<file path="src/shared/branch_increment_pkg.sv">
// constants for the jump and increment execute block
// assumes a 14-bit instruction word and 8-bit data registers
package branch_increment_pkg;
  localparam int INSTR_W = 14;
  localparam int DATA_W = 8;
  localparam int PC_W = 13;
  localparam int FADDR_W = 7;
  localparam int LIT_W = 11;
  // opcode fields
  localparam logic [2:0] JUMP_OP = 3'h5;
  localparam logic [5:0] INC_OP = 6'h0a;
  localparam logic [5:0] INCSKIP_OP = 6'h0f;
  // field positions inside the instruction word and the upper address latch
  localparam int DEST_BIT = 7;
  localparam int LATCH_LO = 3;
  localparam int LATCH_HI = 4;
  // reset value and increment step
  localparam logic [PC_W-1:0] PC_RESET = 13'h0000;
  localparam logic [DATA_W-1:0] ONE = 8'h01;
endpackage

</file>
<file path="src/rtl/branch_increment_exec.sv">
// execute stage for the unconditional jump and the two increment forms
// assumes the core presents one fetched word per instruction-cycle enable
// and supplies the addressed register value combinationally.
// Contract
// - top bits 101 decode as eleven-bit jump
// - jump literal loads counter bits ten to zero
// - counter bits 12:11 from latch bits 4:3
// - jump takes two cycles, flags unchanged
// - increment adds one, updates zero flag
// - destination bit zero picks working register
// - increment-skip writes result, flags untouched
// - zero result discards prefetched instruction
// - skip executes no-operation, two cycles total
`timescale 1ns/1ns
module branch_increment_exec (
  // clock and reset
  input  wire logic                   core_clk,
  input  wire logic                   rst_b,
  // instruction cycle
  input  wire logic                   cycle_en,
  input  wire logic [13:0]            instr_word,
  // core state
  input  wire logic [7:0]             file_rdata,
  input  wire logic [7:0]             upper_address_latch,
  // results
  output logic      [12:0]            program_counter,
  output logic      [6:0]             file_addr,
  output logic      [7:0]             file_wdata,
  output logic                        file_we,
  output logic      [7:0]             work_wdata,
  output logic                        work_we,
  output logic                        zero_flag_we,
  output logic                        zero_flag_val,
  output logic                        flush_busy
);
  typedef enum logic [1:0] {
    EXEC  = 2'b01,
    FLUSH = 2'b10
  } state_type;

  // incrementer wraps at 8 bits on purpose
  function automatic logic [7:0] inc8(input logic [7:0] v);
    inc8 = v + branch_increment_pkg::ONE;
  endfunction

  state_type         state_ff, nxt_state;
  logic [12:0]       pc_ff, nxt_pc;
  logic [6:0]        faddr_ff;
  logic [7:0]        fwd_ff, wwd_ff;
  logic              fwe_ff, wwe_ff, zwe_ff, zval_ff;

  // decode wires
  wire logic         is_jump  = instr_word[13:11] ==
                                branch_increment_pkg::JUMP_OP;
  wire logic         is_inc   = instr_word[13:8] ==
                                branch_increment_pkg::INC_OP;
  wire logic         is_iskip = instr_word[13:8] ==
                                branch_increment_pkg::INCSKIP_OP;
  wire logic         dest_f   = instr_word[branch_increment_pkg::DEST_BIT];
  wire logic [7:0]   inc_res  = inc8(file_rdata);
  wire logic         res_zero = inc_res == 8'h00;
  wire logic         executing = cycle_en && state_ff == EXEC;
  wire logic         any_inc  = executing && (is_inc || is_iskip);
  // jump target: latch bits above, literal below
  wire logic [12:0]  jump_pc  = {upper_address_latch[
                                   branch_increment_pkg::LATCH_HI:
                                   branch_increment_pkg::LATCH_LO],
                                 instr_word[10:0]};

  // next state: jump and zero skip both spend one flush cycle
  always_comb begin
    nxt_state = state_ff;
    nxt_pc = pc_ff;
    if (cycle_en) begin
      unique case (state_ff)
        EXEC: begin
          if (is_jump) begin
            nxt_pc = jump_pc;
            nxt_state = FLUSH;
          end else if (is_iskip && res_zero) begin
            nxt_pc = 13'(pc_ff + 13'h0002);
            nxt_state = FLUSH;
          end else begin
            nxt_pc = 13'(pc_ff + 13'h0001);
          end
        end
        FLUSH: begin
          // fetched word is ignored; acts as no-operation
          nxt_state = EXEC;
        end
        default: nxt_state = EXEC;
      endcase
    end
  end

  // state and counter
  always_ff @(posedge core_clk or negedge rst_b) begin
    if (!rst_b) begin
      state_ff <= EXEC;
      pc_ff <= branch_increment_pkg::PC_RESET;
    end else begin
      state_ff <= nxt_state;
      pc_ff <= nxt_pc;
    end
  end

  // write strobes; flush cycle writes nothing
  always_ff @(posedge core_clk or negedge rst_b) begin
    if (!rst_b) begin
      faddr_ff <= 7'h00;
      fwd_ff <= 8'h00;
      wwd_ff <= 8'h00;
      fwe_ff <= 1'b0;
      wwe_ff <= 1'b0;
      zwe_ff <= 1'b0;
      zval_ff <= 1'b0;
    end else begin
      faddr_ff <= instr_word[6:0];
      fwd_ff <= inc_res;
      wwd_ff <= inc_res;
      fwe_ff <= any_inc && dest_f;
      wwe_ff <= any_inc && !dest_f;
      zwe_ff <= executing && is_inc;
      zval_ff <= res_zero;
    end
  end

  assign program_counter = pc_ff;
  assign file_addr = faddr_ff;
  assign file_wdata = fwd_ff;
  assign file_we = fwe_ff;
  assign work_wdata = wwd_ff;
  assign work_we = wwe_ff;
  assign zero_flag_we = zwe_ff;
  assign zero_flag_val = zval_ff;
  // one-hot, so the flush bit of the state flop drives the pin directly
  assign flush_busy = state_ff[1];

  property p_jump_target;
    @(posedge core_clk) disable iff (!rst_b)
      (executing && is_jump) |=> program_counter == $past(jump_pc);
  endproperty
  a_jump_target: assert property (p_jump_target)
    else $error("jump target wrong");

  property p_jump_upper;
    @(posedge core_clk) disable iff (!rst_b)
      (executing && is_jump) |=>
        program_counter[12:11] == $past(upper_address_latch[4:3]);
  endproperty
  a_jump_upper: assert property (p_jump_upper)
    else $error("jump upper bits wrong");

  property p_jump_two;
    @(posedge core_clk) disable iff (!rst_b)
      (executing && is_jump) |=> flush_busy && !zero_flag_we;
  endproperty
  a_jump_two: assert property (p_jump_two)
    else $error("jump not two cycles");

  property p_inc_zero;
    @(posedge core_clk) disable iff (!rst_b)
      (executing && is_inc) |=>
        zero_flag_we && zero_flag_val == (file_wdata == 8'h00);
  endproperty
  a_inc_zero: assert property (p_inc_zero)
    else $error("increment zero flag wrong");

  property p_dest;
    @(posedge core_clk) disable iff (!rst_b)
      any_inc |=> (file_we == $past(dest_f)) && (work_we != file_we);
  endproperty
  a_dest: assert property (p_dest)
    else $error("increment destination wrong");

  property p_skip_noflag;
    @(posedge core_clk) disable iff (!rst_b)
      (executing && is_iskip) |=> !zero_flag_we;
  endproperty
  a_skip_noflag: assert property (p_skip_noflag)
    else $error("skip touched flag");

  property p_skip_flush;
    @(posedge core_clk) disable iff (!rst_b)
      (executing && is_iskip && res_zero) |=> flush_busy;
  endproperty
  a_skip_flush: assert property (p_skip_flush)
    else $error("skip did not discard");

  property p_flush_nop;
    @(posedge core_clk) disable iff (!rst_b)
      (flush_busy && cycle_en) |=>
        !file_we && !work_we && !zero_flag_we && !flush_busy;
  endproperty
  a_flush_nop: assert property (p_flush_nop)
    else $error("flush cycle not a no-operation");

  property p_wrap;
    @(posedge core_clk) disable iff (!rst_b)
      (any_inc && file_rdata == 8'hff) |=> file_wdata == 8'h00;
  endproperty
  a_wrap: assert property (p_wrap)
    else $error("increment did not wrap");

  property p_skip_pc;
    @(posedge core_clk) disable iff (!rst_b)
      (executing && is_iskip && res_zero) |=>
        program_counter == 13'($past(program_counter) + 13'h0002);
  endproperty
  a_skip_pc: assert property (p_skip_pc)
    else $error("skip did not step over the next word");

  property p_flush_hold;
    @(posedge core_clk) disable iff (!rst_b)
      (flush_busy && cycle_en) |=> $stable(program_counter);
  endproperty
  a_flush_hold: assert property (p_flush_hold)
    else $error("discarded word moved the counter");

  property p_inc_value;
    @(posedge core_clk) disable iff (!rst_b)
      any_inc |=> file_wdata == 8'($past(file_rdata) + 8'h01);
  endproperty
  a_inc_value: assert property (p_inc_value)
    else $error("increment result wrong");

  property p_jump_nowrite;
    @(posedge core_clk) disable iff (!rst_b)
      (executing && is_jump) |=> !file_we && !work_we;
  endproperty
  a_jump_nowrite: assert property (p_jump_nowrite)
    else $error("jump wrote a register");
endmodule // branch_increment_exec

</file>
<file path="config.mk">
export PLATFORM = sky130hd
export DESIGN_NAME = branch_increment_exec
export DESIGN_NICKNAME = d
export VERILOG_FILES = /design/src/shared/branch_increment_pkg.sv /design/src/rtl/branch_increment_exec.sv
export SDC_FILE = /design/constraint.sdc
export NUM_CORES = 1
export LEC_CHECK = 0
export BUFFER_PORTS_ARGS = -buffer_cell sky130_fd_sc_hd__buf_2
export CORE_ASPECT_RATIO = 1.1
export CORE_MARGIN = 1
export CORE_UTILIZATION = 40
export DETAILED_ROUTE_END_ITERATION = 16
export PLACE_DENSITY_LB_ADDON = 0.1
export SYNTH_ARGS = -nofsm -noshare
export SYNTH_HDL_FRONTEND = slang
export SYNTH_SLANG_ARGS = --single-unit
</file>
<file path="constraint.sdc">
create_clock -name core_clk -period 1.5 [get_ports core_clk]
set_input_delay 0.375 -clock core_clk [delete_from_list [all_inputs] [get_ports core_clk]]
set_output_delay 0.375 -clock core_clk [all_outputs]
set_load 0.005 [all_outputs]
</file>
==> results by group, run 1 <==
Synth
  • Most frequent cell after synthesis: dfrtp_1
  • Register area share after synthesis: ~50%
  • Mean Syn Cell Area: between 10 and 15 sq um
  • Post-synth top flop: dfrtp_1
  • Post-synth design cell area: 0.00172 sq mm
  • Post-synth ARST share: 100%
  • Mapped Cells: about 170
  • #FFs+latches synth: 34
  • Share of the synthesized area in the top cell type: 48.0%
  • EDFF count, synth: 0
  • Synth top cells by count: dfrtp_1 (33), nand2_1 (14), o22ai_1 (11)
  • Distinct cells, synth: approximately 40
  • Syn Nets: around 200
  • Cell taking the most area after synthesis: dfrtp_1
  • Synth Warn #: 0
  • Synth top area cells: dfrtp_1 (48%), o22ai_1 (4.0%), buf_4 (3.5%)

Route
  • Drt first pass iters: 4
  • First DRT Iteration DRCs: between 60 and 70
  • Final WL: 4750 um
  • DRT antenna net count: 0
  • Wire per inst: roughly 15 um
  • DRC Markers: 0
  • Routed vias: ~1700
  • Vias per cell: ~5.4

Pwr
  • Pwr per Cell Area: between 1000 and 1500 mW/mm^2
  • Leakage: approximately 1.3 nW
  • Worst vdd ir: ~0.73 mV
  • Tot Pwr: 3.02 mW

GRT
  • Number of global-route vias before repair: between 1500 and 2000
  • GR peak layer: met2
  • Initial antenna violation count: 0
  • Total track usage: between 20 and 25%
  • Largest net degree at the start of global routing: 35
  • Met2 Resource Use GR: 39.5%
  • Met3 usage: 5.32%
  • GR Layer Usage met1: around a quarter
  • Wire length of the first global-routing pass: about 7600 um
  • Congestion Overflow GR: 0

Timing
  • Setup violators final: 15
  • Max-slew violation count: 0
  • Final Critical Period: between 1.5 and 2 ns
  • Final worst path period share: 131%
  • Max Fclk: around 500 MHz
  • RSZ-0062 raised after global routing: true
  • Max_slew headroom: a little over two thirds
  • Fin worst setup slack: -0.465 ns
  • Worst slew pin tran: roughly 0.44 ns
  • Final Hold Vio Count: 0
  • Max Clock Skew: 0.00591 ns

Layout
  • Layout cells sized above 1: between 50% and 60%
  • Fin area: approximately 0.0026 sq mm
  • Antenna diode count: 0
  • Area added between synthesis and finish: 53.2%
  • Final std cells w/o fill: approximately 320
  • # nets final: between 300 and 400
  • Fill count: between 300 and 400

Setup path
  • Worst r2r src: state_ff[0]$_DFFE_PN1P_
  • Worst Path Max Fanout: 4
  • Worst path cell trace: buf_6 -> nor4bb_4 -> buf_4 -> o2111ai_4 -> nor4_4 -> buf_6 -> mux2i_2 -> buf_4 -> nand4_1 -> a211oi_2
  • Critical path origin: instr_word[13]
  • Crit. End Element: flip-flop
  • Slowest cell on crit path: nor4_4
  • Crit path to: program_counter[6]$_DFFE_PN0P_
  • Kind of critical path: in -> reg
  • Max incr delay on CP: 0.30 ns
  • CP Data Arrival Time: approximately 2.2 ns
  • Worst setup SP type: input pin
  • RR Endpoint: program_counter[5]$_DFFE_PN0P_
  • FF-to-FF path depth: 4
  • R2R Setup Slk: -0.01 ns
  • Crit path required time: roughly 1.7 ns

CTS
  • Later-pin clock latency in the skew report: 0.29 ns
  • CTS max path bufs: 2
  • CTS H-tree lvls: 2
  • Clock transition at the registers of the reported paths: approximately 0.070 ns
  • CTS buffer count: 5
  • Clock sink count: 34
  • Clock Tree Root: clkbuf_8
  • CTS tree: done
  • Hold_buf cts: 0

Die
  • Starting Density: a little over two fifths
  • Full die area: 0.00457 sq mm
  • Die Span Y: 70.8 um
  • Core area: between 0.004 and 0.005 sq mm
  • Die Wd: around 65 um
  • Site row count: 24
  • I/O pin cnt: 74

Placed design
  • Placed instance area: 0.00230 sq mm
  • Dpl hpwl: between 3000 and 4000 um
  • I/O Buffers: 67
  • Routability cong.: around 0.83
  • Cells after DPL: between 300 and 400

Worst hold path
  • Worst min-delay path class: in -> async

Run status
  • Violated checks: setup timing
  • Outcome: finished, violations left

Run
  • Max-Cap Viols: 0
## final cells by class
class                      instances  area, sq um  share of cell area, %
inverter                           3         11.3                  0.427
sequential                        34          852                   32.3
tap                               52         65.1                   2.47
timing repair buffer             108          694                   26.3
clock buffer                       8          110                   4.17
multi-input combinational        113          905                   34.3
## registers in the layout, indices dropped and copies added (netlist names)
register / flops
file_addr: 7
file_we: 1
program_counter: 13
state_ff: 2
work_wdata: 8
work_we: 1
zero_flag_val: 1
zero_flag_we: 1
## through the flow
step           setup TNS [ns]  worst slack [ns]  hold slack (ns)  util [%]
6_report                -5.30            -0.465            0.107      65.1
5_1_grt                 -7.14            -0.592            0.146      65.1
4_1_cts                 -6.60            -0.534            0.121      61.5
3_5_place_dp           -11.42            -0.911            0.434      56.7
3_3_place_gp           -10.93            -0.840            0.427      56.7
2_1_floorplan           -8.75            -0.776           0.0794         -
## kinds of logic (layout without fill, tap and decap cells)
logic type / Yosys count / after routing / synth area share (%)
fa+ha+maj: 3 / 3 / 2.18
buf+inv: 18 / 119 / 6.10
xor+xnor: 7 / 7 / 3.56
compound gates: 44 / 44 / 17.9
simple gates: 54 / 54 / 17.6
flops: 34 / 34 / 49.5
mux: 5 / 5 / 3.20
## critical path, delay by kind of cell
family,cells,cell delay [ns]
AOI/OAI and AO/OA,2,0.33
buffers and inverters,4,0.57
muxes,1,0.23
and+or+nand+nor,3,0.65
## placed cells by master, fill, tap and decap left out, types with 5 or more instances in the layout
master and instances:
buf_2 63, buf_4 34, buf_6 11, clkbuf_8 8, dfrtp_1 33, nand2_1 14
nand3_1 10, nor2_1 7, o22ai_1 8, xor2_1 5
## worst min path at each step
stage | start | endpoint | slack [ns] | depth (start not counted)
2_1_floorplan | rst_b | file_addr[0]$_DFF_PN0_ | 0.08 | 0
3_3_place_gp | rst_b | work_wdata[0]$_DFF_PN0_ | 0.43 | 2
3_5_place_dp | rst_b | file_addr[4]$_DFF_PN0_ | 0.43 | 2
4_1_cts | rst_b | file_addr[4]$_DFF_PN0_ | 0.12 | 2
5_1_grt | rst_b | program_counter[4]$_DFFE_PN0P_ | 0.15 | 2
6_report | rst_b | file_addr[5]$_DFF_PN0_ | 0.11 | 2
## layer usage
metal  vias to the layer above  part of all wire [%]
met4                         0                   2.3
met1                       818                    39
met3                        10                   5.8
met5                         -                     0
li1                        806                     -
met2                        81                    53
## power breakdown
part,leakage [nW],internal (mW),switching (mW)
logic,0.789,0.566,0.526
clock network,0.0575,0.463,0.325
registers,0.414,1.04,0.106
## timing repair
action | CTS | global route
pin swaps | 10 | 19
resized for setup | 15 | 23
setup endpoints to repair | 15 | 15
buffers inserted | 2 | 4
hold endpoints to repair | 0 | 0
Power figures use the tool's default switching activity.
==> run 2, diff against run 1 <==
Clock period 1.5 ns to 1.85 ns, I/O delays scaled along.
==> run 2 against run 1 <==
  * The flow still finishes with violations (setup timing)
  * Global-route usage rose by 0.28 points
  * Total power fell by 23%
  * Die area did not move
  * Setup slack improved by 0.15 ns
  * Clock power fell by 15%
  * Register-to-register slack improved by 0.20 ns
  * Cell area fell by 5.5%
  * Core utilization fell by 3.6 points
  * Final cell count fell by 2.5%
  * Non-clock buffer count fell by 8
  * First-iteration DRC count rose by 3.2%
  * Critical endpoint is now program_counter[12]$_DFFE_PN0P_
  * Highest routed layer unchanged
==> results by group, run 2 (synthesis results as in run 1) <==
Setup path
  • Crit path required time: 2.00 ns (was 1.70 ns)
  • Kind of critical path: in -> reg (unchanged)
  • Top delay family on crit path: simple AND/OR/NAND/NOR gates (unchanged)
  • CP Data Arrival Time: 2.32 ns (was 2.17 ns)
  • Worst Path Max Fanout: 4 (unchanged)
  • Slowest cell on crit path: or3_4 (was nor4_4)
  • Worst path cell trace: buf_2 -> or3_4 -> mux2_4 -> nor4_4 -> buf_6 -> mux2i_4 -> and4_4 -> a311oi_2 (was buf_6 -> nor4bb_4 -> buf_4 -> o2111ai_4 -> nor4_4 -> buf_6 -> mux2i_2 -> buf_4 -> nand4_1 -> a211oi_2)
  • Worst path bufs/invs: 2 (was 4)
  • Max incr delay on CP: 0.36 ns (was 0.30 ns)
  • Crit. End Element: flip-flop (unchanged)
  • Worst setup SP type: input pin (unchanged)

Timing
  • Setup TNS Final: -3.18 ns (was -5.30 ns)
  • Final Critical Period: ~2.2 ns
  • Max Fclk: between 400 and 500 MHz
  • Setup violators final: 15 (unchanged)
  • Final worst path period share: 117%
  • Max_slew headroom: 71.1% (was 70.5%)
  • Worst slew pin tran: 0.433 ns (was 0.442 ns)
  • Worst hold slack: 0.203 ns (was 0.107 ns)
  • Fin worst setup slack: -0.316 ns (was -0.465 ns)
  • Max-slew violation count: 0 (unchanged)
  • RSZ-0062 raised after global routing: true (unchanged)
  • Final Hold Vio Count: 0 (unchanged)
  • Max Clock Skew: 0.00282 ns (was 0.00591 ns)

Placed design
  • Routability cong.: 0.823 (was 0.832)
  • Pre-CTS setup slack: -0.621 ns (was -0.911 ns)
  • Cells after DPL: 298 (was 305)
  • Dpl hpwl: 3290 um (was 3420 um)
  • I/O Buffers: 67 (unchanged)

CTS
  • Clock transition at the registers of the reported paths: 0.07 ns (about the same)
  • CTS buffer count: 5 (unchanged)
  • Later-pin clock latency in the skew report: 0.28 ns (was 0.29 ns)
  • CTS max path bufs: 2 (unchanged)
  • Clock Tree Root: clkbuf_8 (unchanged)
  • Hold_buf cts: 0 (unchanged)
  • CTS tree: done (unchanged)
  • Clock sink count: 34 (unchanged)
  • CTS H-tree lvls: 2 (unchanged)

GRT
  • Congestion Overflow GR: 0 (unchanged)
  • Wire length of the first global-routing pass: 7880 um (was 7640 um)
  • Largest net degree at the start of global routing: 35 (unchanged)
  • Initial antenna violation count: 0 (unchanged)
  • Total track usage: 22.1% (was 21.9%)
  • Met3 usage: 6.13% (was 5.32%)
  • Met2 Resource Use GR: 39.6% (was 39.5%)
  • GR peak layer: met2 (unchanged)
  • Number of global-route vias before repair: 1828 (was 1720)
  • GR Layer Usage met1: 24.4% (was 24.1%)

Layout
  • Area added between synthesis and finish: 44.8% (was 53.2%)
  • Final std cells w/o fill: 310 (was 318)
  • Area of the multi-input gates: 858 sq um (was 905 sq um)
  • # nets final: 293 (was 301)
  • Commonest non-fill, non-tap cell in the layout: buf_2 (unchanged)
  • Layout cells sized above 1: 50.0% (was 52.6%)
  • Storage element area: 852 sq um (unchanged)
  • Most frequent cells in the layout: buf_2 (66), dfrtp_1 (33), buf_4 (31), nand2_1 (14), o22ai_1 (11) (was buf_2 (63), buf_4 (34), dfrtp_1 (33), nand2_1 (14), buf_6 (11))
  • Antenna diode count: 0 (unchanged)
  • Fin util: 61.5% (was 65.1%)
  • Largest register FFs: 13 (unchanged)
  • Fill count: 351 (was 332)

Route
  • First DRT Iteration DRCs: 64 (was 62)
  • Wire per inst: 15.0 um (was 14.9 um)
  • Vias per cell: 5.49 (was 5.39)
  • Final WL: 4640 um (was 4750 um)
  • Routed vias: 1701 (was 1715)
  • DRT antenna net count: 0 (unchanged)
  • Drt first pass iters: 4 (unchanged)
  • DRC Markers: 0 (unchanged)

Pwr
  • Pwr per Cell Area: 940 mW/mm^2 (was 1150 mW/mm^2)
  • Worst vdd ir: 0.728 mV (was 0.731 mV)
  • Leakage: 1.19 nW (was 1.26 nW)

Die
  • I/O pin cnt: 74 (unchanged)
  • Die Wd: 64.6 um (unchanged)
  • Starting Density: 42.5% (unchanged)
  • Full die area: 0.00457 sq mm (unchanged)
  • Site row count: 24 (unchanged)
  • Core area: 0.00405 sq mm (unchanged)
  • Die Span Y: 70.8 um (unchanged)

Run status
  • Outcome: finished, violations left (unchanged)
  • Violated checks: setup timing (unchanged)

Run
  • Max-Cap Viols: 0 (unchanged)

Worst hold path
  • Worst min-delay path class: in -> async (unchanged)
==> run 2: changes by cell type in the layout (fill, tap and decap cells not counted), sizes merged <==
cell / previous run / this run
buf: 108 / 100
clkbuf: 8 / 5
clkinv: 0 / 2
bufinv: 0 / 1
==> run 2: layer usage <==
layer | vias to the layer above | part of all wire (%)
li1 | 792 | -
met1 | 826 | 40
met2 | 75 | 52
met3 | 8 | 6.3
met4 | 0 | 1.3
met5 | - | 0
==> run 2: worst paths after layout <==
kind                                           startpoint                         endpoint  slack [ns]  cells past startpoint
max in group asynchronous                           rst_b          state_ff[0]$_DFFE_PN1P_        1.31                      2
hold / removal                                      rst_b          work_wdata[0]$_DFF_PN0_        0.20                      2
min in group core_clk                       instr_word[3]           file_addr[3]$_DFF_PN0_        0.29                      1
hold reg to reg                   state_ff[0]$_DFFE_PN1P_          state_ff[0]$_DFFE_PN1P_        0.58                      1
setup / recovery                            file_rdata[5]  program_counter[12]$_DFFE_PN0P_       -0.32                      8
setup reg to reg           program_counter[0]$_DFFE_PN0P_  program_counter[12]$_DFFE_PN0P_        0.19                      5
==> run 2: where the power goes <==
part | internal, mW | total, mW | switching (mW)
logic | 0.345 | 0.696 | 0.351
clock network | 0.396 | 0.668 | 0.272
registers | 0.842 | 0.979 | 0.137
total | 1.58 | 2.34 | 0.760
==> run 2: timing repair <==
item                                    in CTS  in global routing
buffers inserted                             4                  0
endpoints found under the setup margin      15                 15
gates resized for setup                     17                  5
pin swaps                                   13                  8
==> run 2: area by class of cell <==
class / count / area share (%)
multi-input combinational: 113 / 34.4
sequential: 34 / 34.2
timing repair buffer: 100 / 23.9
clock buffer: 5 / 2.76
tap: 52 / 2.61
clock inverter: 3 / 1.61
inverter: 3 / 0.452
==> run 2: per-stage QoR <==
step / total power [mW] / cell area [sq um]
2_1_floorplan: 1.31 / 1730
3_3_place_gp: 1.58 / 2250
3_5_place_dp: 1.60 / 2250
4_1_cts: 2.33 / 2470
5_1_grt: 2.48 / 2490
6_report: 2.34 / 2490
